$ cat config.mk
export PLATFORM = sky130hd
export DESIGN_NAME = serial_bus_control
export DESIGN_NICKNAME = d
export VERILOG_FILES = /design/src/hdl/serial_bus_pkg.sv /design/src/hdl/serial_bus_control.sv
export VERILOG_INCLUDE_DIRS = /design/src /design/src/hdl
export SDC_FILE = /design/constraint.sdc
export NUM_CORES = 1
export LEC_CHECK = 0
export ABC_AREA = 1
export BUFFER_PORTS_ARGS = -buffer_cell sky130_fd_sc_hd__buf_2
export CAP_MARGIN = 10
export CELL_PAD_IN_SITES_DETAIL_PLACEMENT = 1
export CELL_PAD_IN_SITES_GLOBAL_PLACEMENT = 2
export CORE_MARGIN = 10
export CORE_UTILIZATION = 25
export CTS_CLUSTER_SIZE = 10
export DETAILED_ROUTE_END_ITERATION = 6
export GPL_ROUTABILITY_DRIVEN = 0
export PLACE_DENSITY_LB_ADDON = 0.15
export SETUP_SLACK_MARGIN = 0.02
export SKIP_LAST_GASP = 1
export SLEW_MARGIN = 30
export SYNTH_ARGS = -nofsm -noshare
export SYNTH_HDL_FRONTEND = slang
export SYNTH_SLANG_ARGS = --single-unit
export TNS_END_PERCENT = 50
$ cat constraint.sdc
create_clock -name mclk -period 4.3 [get_ports mclk]
set_clock_uncertainty 0.15 [all_clocks]
set_input_delay 0.645 -clock mclk [delete_from_list [all_inputs] [get_ports mclk]]
set_output_delay 0.645 -clock mclk [all_outputs]
set_load 0.03 [all_outputs]
$ cat src/hdl/serial_bus_params.svh
// constants for the two-wire control register logic
// assumes a byte-wide special function register bus on one clock
`ifndef SERIAL_BUS_PARAMS_SVH
`define SERIAL_BUS_PARAMS_SVH
`define SBC_ADDR 8'hd8
`define SBC_BIT_EN 6
`define SBC_BIT_START 5
`define SBC_BIT_STOP 4
`define SBC_BIT_FLAG 3
`define SBC_BIT_ACK 2
`define SBC_BIT_SRC 0
`define SBC_RESET 8'h00
`define SBC_COUNT_W 8
`endif

$ cat src/hdl/serial_bus_pkg.sv
// types shared by the control register logic and its neighbours
// assumes the engine reports with same-clock pulses
package serial_bus_pkg;
  typedef enum logic [1:0] {
    ACK_OWN_ADDR = 2'b00,
    ACK_GEN_CALL = 2'b01,
    ACK_MASTER_RX = 2'b10,
    ACK_SLAVE_RX = 2'b11
  } ack_kind_e;

  typedef enum logic [1:0] {
    ST_IDLE = 2'b00,
    ST_WAIT_FREE = 2'b01,
    ST_HALF = 2'b10,
    ST_HOLD = 2'b11
  } start_state_e;

  typedef struct packed {
    logic isMaster;
    logic transferring;
    logic busBusy;
    logic stopSeen;
    logic stateEntered;
    logic ackSlot;
    ack_kind_e ackKind;
  } engine_status_s;

  typedef struct packed {
    logic startPulse;
    logic repStartPulse;
    logic stopPulse;
    logic internalStopPulse;
  } bus_cmd_s;
endpackage : serial_bus_pkg

$ cat src/hdl/serial_bus_control.sv
// control register of the byte-oriented two-wire interface
// assumes engine status, timer overflow and count registers share mclk
`include "serial_bus_params.svh"
`timescale 1ns/1ns
module serial_bus_control #(
  parameter int COUNT_W = `SBC_COUNT_W
) (
  input wire logic mclk,
  input wire logic reset,
  input wire logic [7:0] sfrAddr,
  input wire logic [7:0] sfrWrData,
  input wire logic sfrWr,
  output logic [7:0] sfrRdData,
  input wire serial_bus_pkg::engine_status_s engine,
  input wire logic timerOverflow,
  input wire logic [COUNT_W-1:0] sclHighCount,
  input wire logic [COUNT_W-1:0] sclLowCount,
  input wire logic generalCallAccept,
  input wire logic globalIrqEnable,
  input wire logic busIrqEnable,
  output logic interfaceEnable,
  output logic irqRequest,
  output logic masterScl,
  output logic ackValid,
  output logic ackDriveLow,
  output serial_bus_pkg::bus_cmd_s busCmd
);
  initial begin
    if (COUNT_W < 2 || COUNT_W > 16) begin
      $error("COUNT_W out of range");
    end
  end

  // ************************************************************
  // control register
  // ************************************************************
  logic enable_r, enable_nxt;
  logic startRequest_r, startRequest_nxt;
  logic stopRequest_r, stopRequest_nxt;
  logic flag_r, flag_nxt;
  logic assertAck_r, assertAck_nxt;
  logic sclSource_r, sclSource_nxt;
  logic [7:0] rdData_r, rdData_nxt;
  logic irq_r, irq_nxt;
  logic hit;
  logic stopDone;

  always_comb begin
    hit = sfrWr && (sfrAddr == `SBC_ADDR);
    enable_nxt = enable_r;
    startRequest_nxt = startRequest_r;
    stopRequest_nxt = stopRequest_r;
    flag_nxt = flag_r;
    assertAck_nxt = assertAck_r;
    sclSource_nxt = sclSource_r;
    if (hit) begin
      // bits 7 and 1 are dropped here
      enable_nxt = sfrWrData[`SBC_BIT_EN];
      startRequest_nxt = sfrWrData[`SBC_BIT_START];
      stopRequest_nxt = sfrWrData[`SBC_BIT_STOP];
      assertAck_nxt = sfrWrData[`SBC_BIT_ACK];
      sclSource_nxt = sfrWrData[`SBC_BIT_SRC];
      // writing one cannot raise the flag; only hardware does
      if (!sfrWrData[`SBC_BIT_FLAG]) begin
        flag_nxt = 1'b0;
      end
    end
    if (stopDone) begin
      stopRequest_nxt = 1'b0;
    end
    // a report in the clearing cycle is kept: set wins
    if (enable_r && engine.stateEntered) begin
      flag_nxt = 1'b1;
    end
    if (!enable_r) begin
      stopRequest_nxt = hit ? stopRequest_nxt : 1'b0;
    end
    rdData_nxt = 8'h00;
    rdData_nxt[`SBC_BIT_EN] = enable_nxt;
    rdData_nxt[`SBC_BIT_START] = startRequest_nxt;
    rdData_nxt[`SBC_BIT_STOP] = stopRequest_nxt;
    rdData_nxt[`SBC_BIT_FLAG] = flag_nxt;
    rdData_nxt[`SBC_BIT_ACK] = assertAck_nxt;
    rdData_nxt[`SBC_BIT_SRC] = sclSource_nxt;
    irq_nxt = flag_nxt && globalIrqEnable && busIrqEnable;
  end

  always_ff @(posedge mclk) begin
    if (reset) begin
      enable_r <= 1'b0;
      startRequest_r <= 1'b0;
      stopRequest_r <= 1'b0;
      flag_r <= 1'b0;
      assertAck_r <= 1'b0;
      sclSource_r <= 1'b0;
      rdData_r <= `SBC_RESET;
      irq_r <= 1'b0;
    end else begin
      enable_r <= enable_nxt;
      startRequest_r <= startRequest_nxt;
      stopRequest_r <= stopRequest_nxt;
      flag_r <= flag_nxt;
      assertAck_r <= assertAck_nxt;
      sclSource_r <= sclSource_nxt;
      rdData_r <= rdData_nxt;
      irq_r <= irq_nxt;
    end
  end

  // ************************************************************
  // scl generator
  // ************************************************************
  logic sclLevel_r, sclLevel_nxt;
  logic [COUNT_W-1:0] sclCount_r, sclCount_nxt;
  logic sclRun;

  always_comb begin
    sclRun = enable_r && engine.isMaster;
    sclLevel_nxt = sclLevel_r;
    sclCount_nxt = sclCount_r;
    if (!sclRun) begin
      sclLevel_nxt = 1'b1;
      sclCount_nxt = '0;
    end else if (sclSource_r) begin
      // one toggle per overflow gives half the overflow rate
      if (timerOverflow) begin
        sclLevel_nxt = !sclLevel_r;
      end
    end else begin
      // counts are taken as cycles; zero behaves as one
      if (sclCount_r + COUNT_W'(1) >= (sclLevel_r ? sclHighCount : sclLowCount)) begin
        sclLevel_nxt = !sclLevel_r;
        sclCount_nxt = '0;
      end else begin
        sclCount_nxt = sclCount_r + COUNT_W'(1);
      end
    end
  end

  always_ff @(posedge mclk) begin
    if (reset) begin
      sclLevel_r <= 1'b1;
      sclCount_r <= '0;
    end else begin
      sclLevel_r <= sclLevel_nxt;
      sclCount_r <= sclCount_nxt;
    end
  end

  // ************************************************************
  // start and stop sequencing
  // ************************************************************
  serial_bus_pkg::start_state_e state_r, state_nxt;
  logic [COUNT_W:0] halfCount_r, halfCount_nxt;
  logic [COUNT_W:0] halfTarget;
  serial_bus_pkg::bus_cmd_s cmd_r, cmd_nxt;
  logic stopDone_r, stopDone_nxt;

  assign stopDone = stopDone_r;

  always_comb begin
    halfTarget = ({1'b0, sclHighCount} + {1'b0, sclLowCount}) >> 1;
    state_nxt = state_r;
    halfCount_nxt = halfCount_r;
    cmd_nxt = '0;
    stopDone_nxt = 1'b0;
    // stop is handled first so start and stop give stop then start
    if (enable_r && stopRequest_r && !stopDone_r) begin
      if (engine.isMaster) begin
        if (!cmd_r.stopPulse && state_r != serial_bus_pkg::ST_WAIT_FREE) begin
          cmd_nxt.stopPulse = 1'b1;
          state_nxt = serial_bus_pkg::ST_WAIT_FREE;
        end
        stopDone_nxt = engine.stopSeen;
      end else begin
        cmd_nxt.internalStopPulse = 1'b1;
        stopDone_nxt = 1'b1;
      end
    end
    case (state_r)
      serial_bus_pkg::ST_IDLE: begin
        if (startRequest_r && !stopRequest_r) begin
          if (engine.isMaster && engine.transferring) begin
            cmd_nxt.repStartPulse = 1'b1;
            state_nxt = serial_bus_pkg::ST_HOLD;
          end else if (!engine.busBusy) begin
            cmd_nxt.startPulse = 1'b1;
            state_nxt = serial_bus_pkg::ST_HOLD;
          end else begin
            state_nxt = serial_bus_pkg::ST_WAIT_FREE;
          end
        end
      end
      serial_bus_pkg::ST_WAIT_FREE: begin
        halfCount_nxt = '0;
        if (!engine.busBusy && !stopRequest_r) begin
          state_nxt = startRequest_r ? serial_bus_pkg::ST_HALF : serial_bus_pkg::ST_IDLE;
        end
      end
      serial_bus_pkg::ST_HALF: begin
        // timer source: half a bit is one overflow
        if (sclSource_r ? timerOverflow : (halfCount_r + 1'b1 >= halfTarget)) begin
          cmd_nxt.startPulse = startRequest_r && !engine.busBusy;
          state_nxt = startRequest_r && !engine.busBusy ? serial_bus_pkg::ST_HOLD
                                                         : serial_bus_pkg::ST_WAIT_FREE;
        end else begin
          halfCount_nxt = halfCount_r + 1'b1;
        end
        if (!startRequest_r) begin
          state_nxt = serial_bus_pkg::ST_IDLE;
          cmd_nxt.startPulse = 1'b0;
        end
      end
      serial_bus_pkg::ST_HOLD: begin
        // one start per request; software lowers the bit to re-arm
        if (!startRequest_r) begin
          state_nxt = serial_bus_pkg::ST_IDLE;
        end
      end
      default: state_nxt = serial_bus_pkg::ST_IDLE;
    endcase
    if (!enable_r) begin
      state_nxt = serial_bus_pkg::ST_IDLE;
      cmd_nxt = '0;
      stopDone_nxt = 1'b0;
    end
  end

  always_ff @(posedge mclk) begin
    if (reset) begin
      state_r <= serial_bus_pkg::ST_IDLE;
      halfCount_r <= '0;
      cmd_r <= '0;
      stopDone_r <= 1'b0;
    end else begin
      state_r <= state_nxt;
      halfCount_r <= halfCount_nxt;
      cmd_r <= cmd_nxt;
      stopDone_r <= stopDone_nxt;
    end
  end

  // ************************************************************
  // acknowledge decision
  // ************************************************************
  logic ackValid_r, ackValid_nxt;
  logic ackLow_r, ackLow_nxt;

  always_comb begin
    ackValid_nxt = enable_r && engine.ackSlot;
    ackLow_nxt = ackLow_r;
    if (enable_r && engine.ackSlot) begin
      // general call counts only while accepted; all else follows the bit
      ackLow_nxt = assertAck_r && (engine.ackKind != serial_bus_pkg::ACK_GEN_CALL
                                   || generalCallAccept);
    end
    if (!enable_r) begin
      ackLow_nxt = 1'b0;
    end
  end

  always_ff @(posedge mclk) begin
    if (reset) begin
      ackValid_r <= 1'b0;
      ackLow_r <= 1'b0;
    end else begin
      ackValid_r <= ackValid_nxt;
      ackLow_r <= ackLow_nxt;
    end
  end

  assign sfrRdData = rdData_r;
  assign interfaceEnable = enable_r;
  assign irqRequest = irq_r;
  assign masterScl = sclLevel_r;
  assign ackValid = ackValid_r;
  assign ackDriveLow = ackLow_r;
  assign busCmd = cmd_r;
endmodule : serial_bus_control

# Word level (Yosys, flattened, before mapping)
# Cells that the tools add are included.
[totals] ff_bits=42 latch_bits=0 ramBits=0 mem_bits_ro=0 input_bits=47 mem_count=0
[op_classes] n_addsub=3 mul=0 div_mod_pow=0 magnitude_cmp=2 n_eq_ne=8 shifts=0 mux=42 bitwise_logic=6 reduce_logical=30
[ops] cell="2-bit two-way mux" n=13
[ops] cell="1-bit two-way mux" n=23
[ops] cell="9-bit one-hot mux with 2 select lines" n=1
[ops] cell="8-bit two-way mux" n=2
[ops] cell="1-bit logical AND" n=14
[ops] cell="8-bit by 8-bit adder with 9-bit output" n=1
[ops] cell="9-bit by 1-bit adder with 9-bit output, second input constant" n=1
[ops] cell="9-bit by 8-bit greater-or-equal comparator with 1-bit output" n=1
[ops] cell="9-bit two-way mux" n=1
[ops] cell="8-bit by 1-bit adder with 8-bit output, second input constant" n=1
[ops] cell="8-bit == test, second input constant" n=1
[ops] cell="8-bit greater-or-equal comparator" n=1
[ops] cell="2-bit one-hot mux with 4 select lines" n=1
[ops] cell="4-bit OR reduction" n=2
[ops] cell="1-bit inverter" n=6
[ops] cell="1-bit zero test" n=5
[ops] cell="2-bit == test, second input constant" n=2
[ops] cell="2-bit by 1-bit inequality test with 1-bit output, second input constant" n=2
[ops] cell="2-bit inequality test, second input constant" n=2
[ops] cell="2-bit AND reduction" n=2
[ops] cell="2-bit nonzero test" n=2
[ops] cell="2-bit OR reduction" n=2
[ops] cell="3-bit OR reduction" n=1
[ops] cell="2-bit by 1-bit == test with 1-bit output, second input constant" n=1
[ops] cell="other kinds (3)" n=3

# Depth between registers and ports, before layout
# Gate-level depths: netlist of the first run.
[logic_depth] word_depth=8 depth_mapped=25 ltp_nobuf=24

# Least setup slack after synthesis of the first run
# OpenSTA, ideal clock, no wires.
[synth_timing] path_kind="input-to-reg" startpoint="input port sclHighCount[2]" endpoint="register state_r[1]" setup_ns=0.109 arrival_time_ns=3.011 required_time_ns=4.041 path_slack_ns=1.031 cell_stages=22 path_cell_list="ha_1 > nand2_1 > o21ai_0 > nand2_1 > nand2_1 > a21oi_1 > or2_2 > nand2_1 > nand2_1 > nand3b_1 > nand2_1 > ha_1 > nand2_1 > nor3_1 > nor2_2 > nand3_2 > nand2_2 > buf_6 > nand3_1 > nand3_1 > nand2_1 > inv_1"
[synth_between] elab_chain_len=6
[synth_rtl] element="from (decl)" line="serial_bus_control.sv:16" rtl="input wire logic [COUNT_W-1:0] sclHighCount,"
[synth_rtl] element="8-bit by 8-bit adder with 9-bit output" line="serial_bus_control.sv:162" rtl="halfTarget = ({1'b0, sclHighCount} + {1'b0, sclLowCount}) >> 1;"
[synth_rtl] element="9-bit by 8-bit greater-or-equal comparator with 1-bit output" line="serial_bus_control.sv:202" rtl="if (sclSource_r ? timerOverflow : (halfCount_r + 1'b1 >= halfTarget)) begin"
[synth_rtl] element="1-bit two-way mux" line="serial_bus_control.sv:202"
[synth_rtl] element="2-bit two-way mux" line="serial_bus_control.sv:202"
[synth_rtl] element="2-bit two-way mux" line="serial_bus_control.sv:209" rtl="if (!startRequest_r) begin"
[synth_rtl] element="2-bit one-hot mux with 4 select lines" line="serial_bus_control.sv:180" rtl="case (state_r)"
[synth_rtl] element="to (signal assigned)" line="serial_bus_control.sv:231" rtl="state_r <= serial_bus_pkg::ST_IDLE;"
[synth_rtl] element="to (signal assigned)" line="serial_bus_control.sv:236" rtl="state_r <= state_nxt;"
[synth_rtl] element="to (decl)" line="serial_bus_control.sv:153" rtl="serial_bus_pkg::start_state_e state_r, state_nxt;"
# Every way passes these cells.
# A chain may end at the register's enable or synchronous reset.

# Worst setup path in the final report of the first run
[layout_timing] startpoint="input port sclHighCount[2]" endpoint="register halfCount_r[8]"
[layout_between] elab_chain_len=5
[layout_rtl] element="8-bit by 8-bit adder with 9-bit output" line="serial_bus_control.sv:162"
[layout_rtl] element="9-bit by 8-bit greater-or-equal comparator with 1-bit output" line="serial_bus_control.sv:202"
[layout_rtl] element="1-bit two-way mux" line="serial_bus_control.sv:202"
[layout_rtl] element="2-bit inequality test (no source line)"
[layout_rtl] element="2-bit AND reduction (no source line)"
[layout_rtl] element="to (signal assigned)" line="serial_bus_control.sv:237" rtl="halfCount_r <= halfCount_nxt;"
[layout_rtl] element="to (decl)" line="serial_bus_control.sv:154" rtl="logic [COUNT_W:0] halfCount_r, halfCount_nxt;"
# Every way passes these cells.

==> run metrics, run 1 <==
Slew @ Worst Pin 0.569 ns; EDFF count, synth 0; maxcap violations 0; Post-Syn Area 2420 um^2; Hold Vio Cnt, Final 0; cell-internal power 0.000544 W; compound-gate portion of the synthesized area 12.3%; dpl ws 0.436 ns; count of different cell masters after synthesis 32; Critical Path Fanout Max 11; CTS tree yes; cts repair resizes 0; RSZ-0062 raised after global routing false; number of port buffers 59; max_slew headroom 62.0%; Synth Area in Adders 13.7%; H-tree depth 2; Avg Inst Size Synth 7.23 um^2; WS Path Type primary input to register; per-cell routed wire length 13.3 um; CTS max path bufs 2; Final HPWL DP 5890 um; final period utilization 82.2%; Post CTS Setup Buffer Count 0; CP startpoint kind primary input; #FFs+latches synth 34; Worst EP arrival 3.60 ns; Max Freq 0.283 GHz; root buf cell clkbuf_8; multi-input logic area 1500 um^2; via count 2285; Die Wd 118 um; Comb pwr share 13.8%; final worst path period need 3.54 ns; max-slew violation count 0; Synth Area in XOR/XNOR 5.43%; Seq/Total Area, Yosys 28.1%; Routed Antenna Nets 0; initial antenna violation count 0; nets 463; share of cells above drive strength 1 20.5%; Net Sw Frac 24.3%; CTS clk-pin slew, worst paths 0.07 ns; cell count after synthesis 335; Fill cells 1175; ys async rst share 0%; setup TNS 0 ns; total congestion overflow 0; CP endpoint kind register; main area contributors after synthesis dfxtp_1 (28%), ha_1 (13%), nand2_1 (9.0%); Ys Warns 0; I/O pin cnt 64; Yosys top cell by area dfxtp_1; Peak VDD IR 0.110 mV; number of global-route vias before repair 2401; GRT Total Usage 10.1%; top cell type's share of synthesized area 28.1%; multiplexer share of the synthesized area 2.89%; Ant. Diodes 0; clock share of power 42.4%; Area Overhead vs Synth 20.3%; first-pass GRT wire length 11900 um; core area 9330 um^2; full die area 14000 um^2; power density cells 247 nW/um^2; starting density of the core 26.0%; Reg area 681 um^2; post-route worst setup slack 0.765 ns; total clock buffers created by CTS 5; status complete, no violations; router iterations before antenna repair 4; hold_buf cts 0; min-delay worst type register to register; Iteration-0 DRC Markers 114; clock sinks 34; Via density 4.40; Top FF cell, synth dfxtp_1; Post-Synth Simple-Gate Area 27.4%; # rows 35; count of final setup violators 0; largest family of logic cells by synthesized area simple AND/OR/NAND/NOR gates; Critical Path RT 4.36 ns; Post-Route WL 6930 um; Post-route DRC 0; largest net degree at the start of global routing 14; LEAKAGE 1.47 nW; die height 118 um; clock latency on the worst-skew pair 0.29 ns; Reg power frac 43.8%; switching pwr 0.000175 W
## critical path: stages
cell and delay [ns]:
buf_2 0.11, ha_1 0.34, nand2_1 0.07, o21ai_0 0.27, nand2_1 0.09, nand2_1 0.07, a21oi_1 0.07, or2_2 0.29
nand2_1 0.06, nand2_1 0.06, nand3b_1 0.09, nand2_1 0.06, ha_1 0.28, nand2_1 0.07, nor3_1 0.22, nor2_2 0.07
nand3_2 0.10, nand2_2 0.17, nand2_2 0.23, nand3_1 0.09, a21oi_1 0.15
## cell families after synthesis
logic type | after synthesis
AO/OA/AOI/OAI | 56
other | 1
buffers and inverters | 54
adder cells (fa/ha/maj) | 26
flip-flops | 34
XOR/XNOR | 15
multiplexers | 7
AND/OR/NAND/NOR | 142
## path summary, 6_finish.rpt
check | slack [ns] | endpoint | depth (start not counted) | from
setup / recovery | 0.76 | halfCount_r[8]$_SDFFE_PP0P_ | 21 | sclHighCount[2]
hold / removal | 0.27 | sfrRdData[4]$_SDFF_PP0_ | 1 | stopDone$_SDFF_PP0_
setup reg to reg | 1.48 | halfCount_r[0]$_SDFFE_PP0P_ | 13 | halfCount_r[2]$_SDFFE_PP0P_
hold reg to reg | 0.27 | sfrRdData[4]$_SDFF_PP0_ | 1 | stopDone$_SDFF_PP0_
## flip-flops by register name (all words and copies together), names as in the netlist
register         count
state_r              2
halfCount_r          9
ackValid             1
interfaceEnable      1
sfrRdData            5
ackDriveLow          1
stopDone             1
sclCount_r           8
masterScl            1
busCmd               4
irqRequest           1
## power by group through the flow
stage	registers, W	clock network (W)	logic (W)
after floorplan	0.000322	0	0.0000638
after global placement	0.000322	0	0.0000993
after detailed placement	0.000322	0	0.000101
after CTS	0.000315	0.000318	0.000102
after global routing	0.000315	0.000328	0.000116
final	0.000315	0.000305	0.0000993
## cell type report
type | count | area share (%)
Multi-Input combinational cell | 248 | 51.7
Clock buffer | 6 | 2.84
Clock inverter | 1 | 1.03
Sequential cell | 34 | 23.4
Inverter | 42 | 5.41
Timing Repair Buffer | 59 | 10.1
Tap cell | 129 | 5.54
## stage by stage
step | hold slack, ns | util (%) | power (W) | std cells | instance area (um^2)
global route | 0.292 | 31.2 | 0.000759 | 519 | 2910
floorplan | 0.249 | - | 0.000386 | 336 | 2420
detailed placement | 0.264 | 30.0 | 0.000424 | 512 | 2800
global placement | 0.264 | 30.0 | 0.000422 | 512 | 2800
CTS | 0.277 | 31.2 | 0.000735 | 519 | 2910
finish | 0.274 | 31.2 | 0.000719 | 519 | 2910
## synthesized netlist by cell type, types with 3 or more instances
cell type	count
a21oi_1	33
a22oi_1	3
a31oi_1	3
buf_4	8
clkbuf_1	3
dfxtp_1	34
ha_1	25
inv_1	41
mux2i_1	7
nand2_1	58
nand2_2	5
nand3_1	32
nand3_2	3
nand3b_1	4
nor2_1	24
nor3_1	5
o21ai_0	15
xnor2_1	6
xor2_1	9
## placed cells by master, fill, tap and decap left out, types with 2 or more instances in the layout
cell type  netlist  routed
nor2_2           2       2
clkbuf_8         0       6
nand3_2          3       3
ha_1            25      25
nand3_1         32      32
buf_2            0      59
a21oi_1         33      33
xor2_1           9       9
o21ai_0         15      15
xnor2_1          6       6
nor3_1           5       5
or2_2            2       2
inv_1           41      41
nand3b_1         4       4
nand4_1          2       2
dfxtp_1         34      34
nor4_1           2       2
nor2_1          24      24
mux2i_1          7       7
nand2_2          5       5
a22oi_1          3       3
a31oi_1          3       3
conb_1           1       2
nand2_1         58      58
## metal layers
metal | track usage, % | part of all wire (%)
met2 | 16.2 | 44
met1 | 12.9 | 49
met4 | 2.98 | 1.3
met3 | 2.86 | 5.3
met5 | 0 | 0
Note: power is estimated with default switching activity, not from simulation.
==> inputs of run 2 (changes only) <==
--- a/config.mk
+++ b/config.mk
@@ -6,7 +6,7 @@
 export SDC_FILE = /design/constraint.sdc
 export NUM_CORES = 1
 export LEC_CHECK = 0
-export ABC_AREA = 1
+export ABC_AREA = 0
 export BUFFER_PORTS_ARGS = -buffer_cell sky130_fd_sc_hd__buf_2
 export CAP_MARGIN = 10
 export CELL_PAD_IN_SITES_DETAIL_PLACEMENT = 1
==> constraint.sdc (replaced) <==
create_clock -name mclk -period 3.45 [get_ports mclk]
set_clock_uncertainty 0.15 [all_clocks]
set_input_delay 0.5175 -clock mclk [delete_from_list [all_inputs] [get_ports mclk]]
set_output_delay 0.5175 -clock mclk [all_outputs]
set_load 0.03 [all_outputs]
==> run 2 against run 1 <==
Final cell count is 1.2% lower; non-clock buffer count is 22 higher; power is 21% higher; sequential power is 26% higher; die area is 4.1% higher; utilization is 2.2 points higher; clock power is 2% lower; worst setup slack worse by 0.60 ns; sequential cell count stayed put; worst hold slack better by 0.041 ns; register-to-register slack worse by 1.0 ns; critical path type unchanged; critical endpoint is now halfCount_r[6]$_SDFFE_PP0P_; largest power group unchanged; highest routed layer unchanged.
==> run metrics, run 2 <==
Iteration-0 DRC Markers 83; starting density of the core 25.9%; full die area 14600 um^2; post-route cell area 3280 um^2; Top FF cell, synth dfxtp_1; #FFs+latches synth 34; Die Wd 121 um; RSZ-0062 raised after global routing true; most common cell in the netlist dfxtp_1; Ant. Diodes 0; multi-input logic area 1780 um^2; count of final setup violators 0; largest net degree at the start of global routing 20; commonest non-fill, non-tap cell in the layout buf_2; Post-route DRC 0; WHS 0.315 ns; Fill cells 1226; Via density 4.73; root buf cell clkbuf_8; Worst EP arrival 3.35 ns; Area Overhead vs Synth 29.0%; total clock buffers created by CTS 5; clock share of power 34.3%; Ys Warns 0; LEAKAGE 1.44 nW; Final HPWL DP 6290 um; Routed Antenna Nets 0; final period utilization 95.2%; Largest register FFs 9; Net Sw Frac 26.9%; number of global-route vias before repair 2593; total congestion overflow 0; Biggest register halfCount_r; CTS tree yes; top cell type's share of synthesized area 26.8%; Peak VDD IR 0.102 mV; H-tree depth 2; WS Path Type primary input to register; Slew @ Worst Pin 0.567 ns; I/O pin cnt 64; hold_buf cts 0; power density cells 266 nW/um^2; min-delay worst type primary input to register; nets 454; number of port buffers 59; CP endpoint kind register; Critical Path RT 3.51 ns; clock latency on the worst-skew pair 0.28 ns; die height 121 um; status complete, no violations; Seq/Total Area, Yosys 26.8%; Comb pwr share 20.2%; GRT Total Usage 10.9%; clock sinks 34; share of cells above drive strength 1 30.5%; Yosys top cell by area dfxtp_1; synth cell count leaders dfxtp_1 (34), nand2_1 (30), ha_1 (25); max-slew violation count 0; cell-internal power 0.000636 W; Avg Inst Size Synth 8.14 um^2; Max Freq 0.305 GHz; via count 2429; CTS max path bufs 2; count of different cell masters after synthesis 53; Hold Vio Cnt, Final 0; Post-Route WL 7770 um; EDFF count, synth 0; per-cell routed wire length 15.1 um; final worst path period need 3.28 ns; CP startpoint kind primary input; core area 9820 um^2; Reg power frac 45.6%; Critical Path Fanout Max 7; maxcap violations 0; cell count after synthesis 312; router iterations before antenna repair 4; # rows 36; CTS clk-pin slew, worst paths 0.07 ns; initial antenna violation count 0; Final Power 0.000870 W; ys async rst share 0%; max_slew headroom 61.2%; final core occ 33.4%; Post-DP Area 3040 um^2; first-pass GRT wire length 13100 um; Post-Syn Area 2540 um^2; most frequent cells in the layout buf_2 (56), dfxtp_1 (34), nand2_1 (29); Reg area 681 um^2; main area contributors after synthesis dfxtp_1 (27%), ha_1 (12%), mux2i_1 (4.7%); switching pwr 0.000234 W
## run 2: changes by cell type after synthesis, moves of 4 or more
cell / change
nand2_1: -28
a21oi_1: -14
buf_2: +4
mux2i_1: +5
nand2b_1: +6
nor3_1: +6
nand3b_1: -4
nand2_2: -5
a31oi_1: +12
nand3_1: -16
xnor2_1: +4
inv_1: -24
## run 2: power by group through the flow
| stage | clock network (W) | logic [W] | registers (W) |
|---|---|---|---|
| final | 0.000298 | 0.000176 | 0.000397 |
| after CTS | 0.000313 | 0.000157 | 0.000396 |
| after floorplan | 0 | 0.0000861 | 0.000405 |
| after detailed placement | 0 | 0.000152 | 0.000406 |
| after global placement | 0 | 0.000149 | 0.000405 |
| after global routing | 0.000327 | 0.000199 | 0.000397 |
## run 2: cell type report
cell class / count / share of cell area [%]
clock buffers: 6 / 2.52
inverters: 17 / 1.95
multi-input cells: 242 / 54.4
repair buffers: 81 / 15.2
flip-flops and latches: 34 / 20.8
well taps: 133 / 5.08
## run 2: path summary, 6_finish.rpt
check,start,to,cells after the start,slack (ns)
max,sclLowCount[0],halfCount_r[6]$_SDFFE_PP0P_,18,0.17
min,globalIrqEnable,irqRequest$_SDFF_PP0_,2,0.31
max reg2reg,sclCount_r[2]$_SDFFE_PP0N_,masterScl$_SDFFE_PP1P_,10,0.45
min reg2reg,ackDriveLow$_SDFFE_PP0P_,ackDriveLow$_SDFFE_PP0P_,2,0.32
## run 2: cells by family after synthesis
| group | share of synthesized area (%) |
|---|---|
| AOI/OAI and AO/OA | 18.8 |
| xor gates and xnor gates | 6.20 |
| and+or+nand+nor | 22.2 |
| DFF | 26.8 |
| buffers and inverters | 7.14 |
| muxes | 5.61 |
| other | 0.148 |
| adders and majority gates | 13.1 |
## run 2: repair_timing
| item | 4_1_cts | 5_1_grt |
|---|---|---|
| gates resized for setup | 5 | 23 |
| endpoints found under the setup margin | 11 | 12 |
| pin swaps | 2 | 18 |
| buffers inserted | 1 | 3 |
## run 2: metal layers
layer / GRT usage (%) / vias up / part of all wire, %
li1: - / 1250 / -
met1: 13.4 / 1155 / 47
met2: 19.1 / 20 / 51
met3: 2.09 / 4 / 1.8
met4: 2.26 / 0 / 0.68
met5: 0 / - / 0
## run 2: worst max-delay path, cell delays in order
cell and delay, ns:
buf_8 0.08, nand2_4 0.05, fa_2 0.41, inv_2 0.07, a21oi_2 0.05, o21bai_1 0.19
a21oi_1 0.09, o21ai_1 0.14, buf_4 0.15, xnor2_2 0.07, ha_1 0.31, a211oi_2 0.07
o21ai_1 0.17, nor3_2 0.08, a2bb2oi_4 0.16, buf_12 0.15, or3_4 0.43, a31oi_1 0.17
## run 2: metrics by stage
stage | TNS (ns) | std cells | setup slack, ns
floorplan | 0 | 313 | 0.0978
global placement | -2.46 | 503 | -0.221
detailed placement | -3.35 | 503 | -0.307
CTS | 0 | 510 | 0.0303
global route | -0.00932 | 513 | -0.00808
finish | 0 | 513 | 0.167
==> inputs of run 3 (changes only) <==
--- a/config.mk
+++ b/config.mk
@@ -7,7 +7,6 @@
 export NUM_CORES = 1
 export LEC_CHECK = 0
 export ABC_AREA = 0
-export BUFFER_PORTS_ARGS = -buffer_cell sky130_fd_sc_hd__buf_2
 export CAP_MARGIN = 10
 export CELL_PAD_IN_SITES_DETAIL_PLACEMENT = 1
 export CELL_PAD_IN_SITES_GLOBAL_PLACEMENT = 2
@@ -15,6 +14,7 @@
 export CORE_UTILIZATION = 25
 export CTS_CLUSTER_SIZE = 10
 export DETAILED_ROUTE_END_ITERATION = 6
+export DONT_BUFFER_PORTS = 1
 export GPL_ROUTABILITY_DRIVEN = 0
 export PLACE_DENSITY_LB_ADDON = 0.15
 export SETUP_SLACK_MARGIN = 0.02
==> run 3 against run 2 <==
Utilization decreased by 3.6 points; via count down 9.6%; die area did not move; critical endpoint unchanged.
==> run metrics, run 3 (synthesized netlist as in run 2, its figures left out) <==
post-route worst setup slack 0.229 ns; status complete, no violations; root buf cell clkbuf_8; commonest non-fill, non-tap cell in the layout dfxtp_1; clock latency on the worst-skew pair 0.29 ns; core area 9820 um^2; setup TNS 0 ns; total congestion overflow 0; Die Wd 121 um; CP dominant cell by count buf_4; H-tree depth 2; Post-route DRC 0; cell chain of the critical path nand2_2 > fa_2 > inv_2 > a21oi_2 > o21bai_2 > a21oi_1 > o21ai_1 > buf_4 > a31oi_2 > ha_1 > buf_4 > nand4_1 > nor2_1 > a2bb2oi_4 > buf_12 > or3_4 > a31oi_1; share of cells above drive strength 1 15.4%; die height 121 um; Critical Path RT 3.51 ns; Critical Path Fanout Max 7; Final Power 0.000901 W; CP endpoint kind register; LEAKAGE 1.16 nW; Worst EP arrival 3.29 ns; CP startpoint kind primary input; Biggest register halfCount_r; Routed Antenna Nets 0; CTS tree yes; I/O pin cnt 64; max_slew headroom 50.5%; starting density of the core 25.9%; total clock buffers created by CTS 5; final worst path period need 3.22 ns; initial antenna violation count 0; number of port buffers 0; final period utilization 93.4%; power density cells 308 nW/um^2; router iterations before antenna repair 4; per-cell routed wire length 16.9 um; full die area 14600 um^2; count of final setup violators 0; Slew @ Worst Pin 0.732 ns; # rows 36; most frequent cells in the layout dfxtp_1 (34), nand2_1 (29), ha_1 (25); max-slew violation count 0; Iteration-0 DRC Markers 62; Worst path max stage delay 0.42 ns; Post-Route WL 7610 um; Hold Vio Cnt, Final 0; Max Freq 0.310 GHz; cell family with the largest share of critical-path delay compound AO/OA/AOI/OAI gates; largest net degree at the start of global routing 20; via count 2195; RSZ-0062 raised after global routing false; Ant. Diodes 0; Area Overhead vs Synth 15.2%; slowest CP cell or3_4; clock sinks 34; dpl ws -0.174 ns; final core occ 29.8%; nets 390; maxcap violations 0; WS Path Type primary input to register; CTS clk-pin slew, worst paths 0.08 ns; Final HPWL DP 6040 um; min-delay worst type primary input to register; first-pass GRT wire length 11900 um; number of global-route vias before repair 2247; Fill cells 1222; Peak VDD IR 0.140 mV; CTS max path bufs 2; WHS 0.140 ns; GRT Total Usage 10.1%; Via density 4.87; worst path bufs/invs 4; Largest register FFs 9
==> run 3: cell types whose count changed in the layout (fill, tap and decap cells not counted), sizes merged <==
cell	change
clkinvlp	+2
buf	-65
bufinv	+1
==> run 3: final timing paths <==
kind / slack (ns) / depth (start not counted) / startpoint / end
max: 0.23 / 17 / sclHighCount[0] / halfCount_r[6]$_SDFFE_PP0P_
min reg2reg: 0.33 / 1 / stopDone$_SDFF_PP0_ / busCmd[0]$_SDFF_PP0_
min: 0.14 / 1 / reset / sfrRdData[0]$_SDFFE_PP0P_
max reg2reg: 0.34 / 10 / sclCount_r[2]$_SDFFE_PP0N_ / masterScl$_SDFFE_PP1P_
==> run 3: repair_timing <==
| action | 4_1_cts | 5_1_grt |
|---|---|---|
| setup buffers | 0 | 0 |
| resized for setup | 0 | 16 |
| endpoints found under the setup margin | 0 | 12 |
| hold buffers | 0 | 0 |
==> run 3: cell type report <==
| type | count | area, um^2 | area share (%) |
|---|---|---|---|
| multi-input cells | 242 | 1740 | 59.5 |
| flip-flops and latches | 34 | 681 | 23.2 |
| well taps | 133 | 166 | 5.68 |
| repair buffers | 17 | 161 | 5.51 |
| clock buffers | 5 | 68.8 | 2.35 |
| inverters | 17 | 63.8 | 2.18 |
| clock inverters | 3 | 45.0 | 1.54 |
==> run 3: power breakdown <==
part / total (W) / internal [W] / switching (W)
registers: 0.000397 / 0.000393 / 0.00000322
clock network: 0.000376 / 0.000215 / 0.000161
logic: 0.000129 / 0.0000621 / 0.0000667
total: 0.000901 / 0.000670 / 0.000231
==> run 3: layer usage <==
metal  track usage [%]  share of wire [%]  vias up  wire (um)
met4              2.49               0.81        0         62
li1                  -                  -     1129          -
met3              2.37                3.1        4        233
met5                 0                  0        -          0
met2              17.3                 51       18       3910
met1              12.4                 45     1044       3410
==> run 3: through the flow <==
stage	std cells	instance area, um^2
floorplan	313	2540
global placement	442	2730
detailed placement	442	2730
CTS	450	2840
global route	451	2930
finish	451	2930
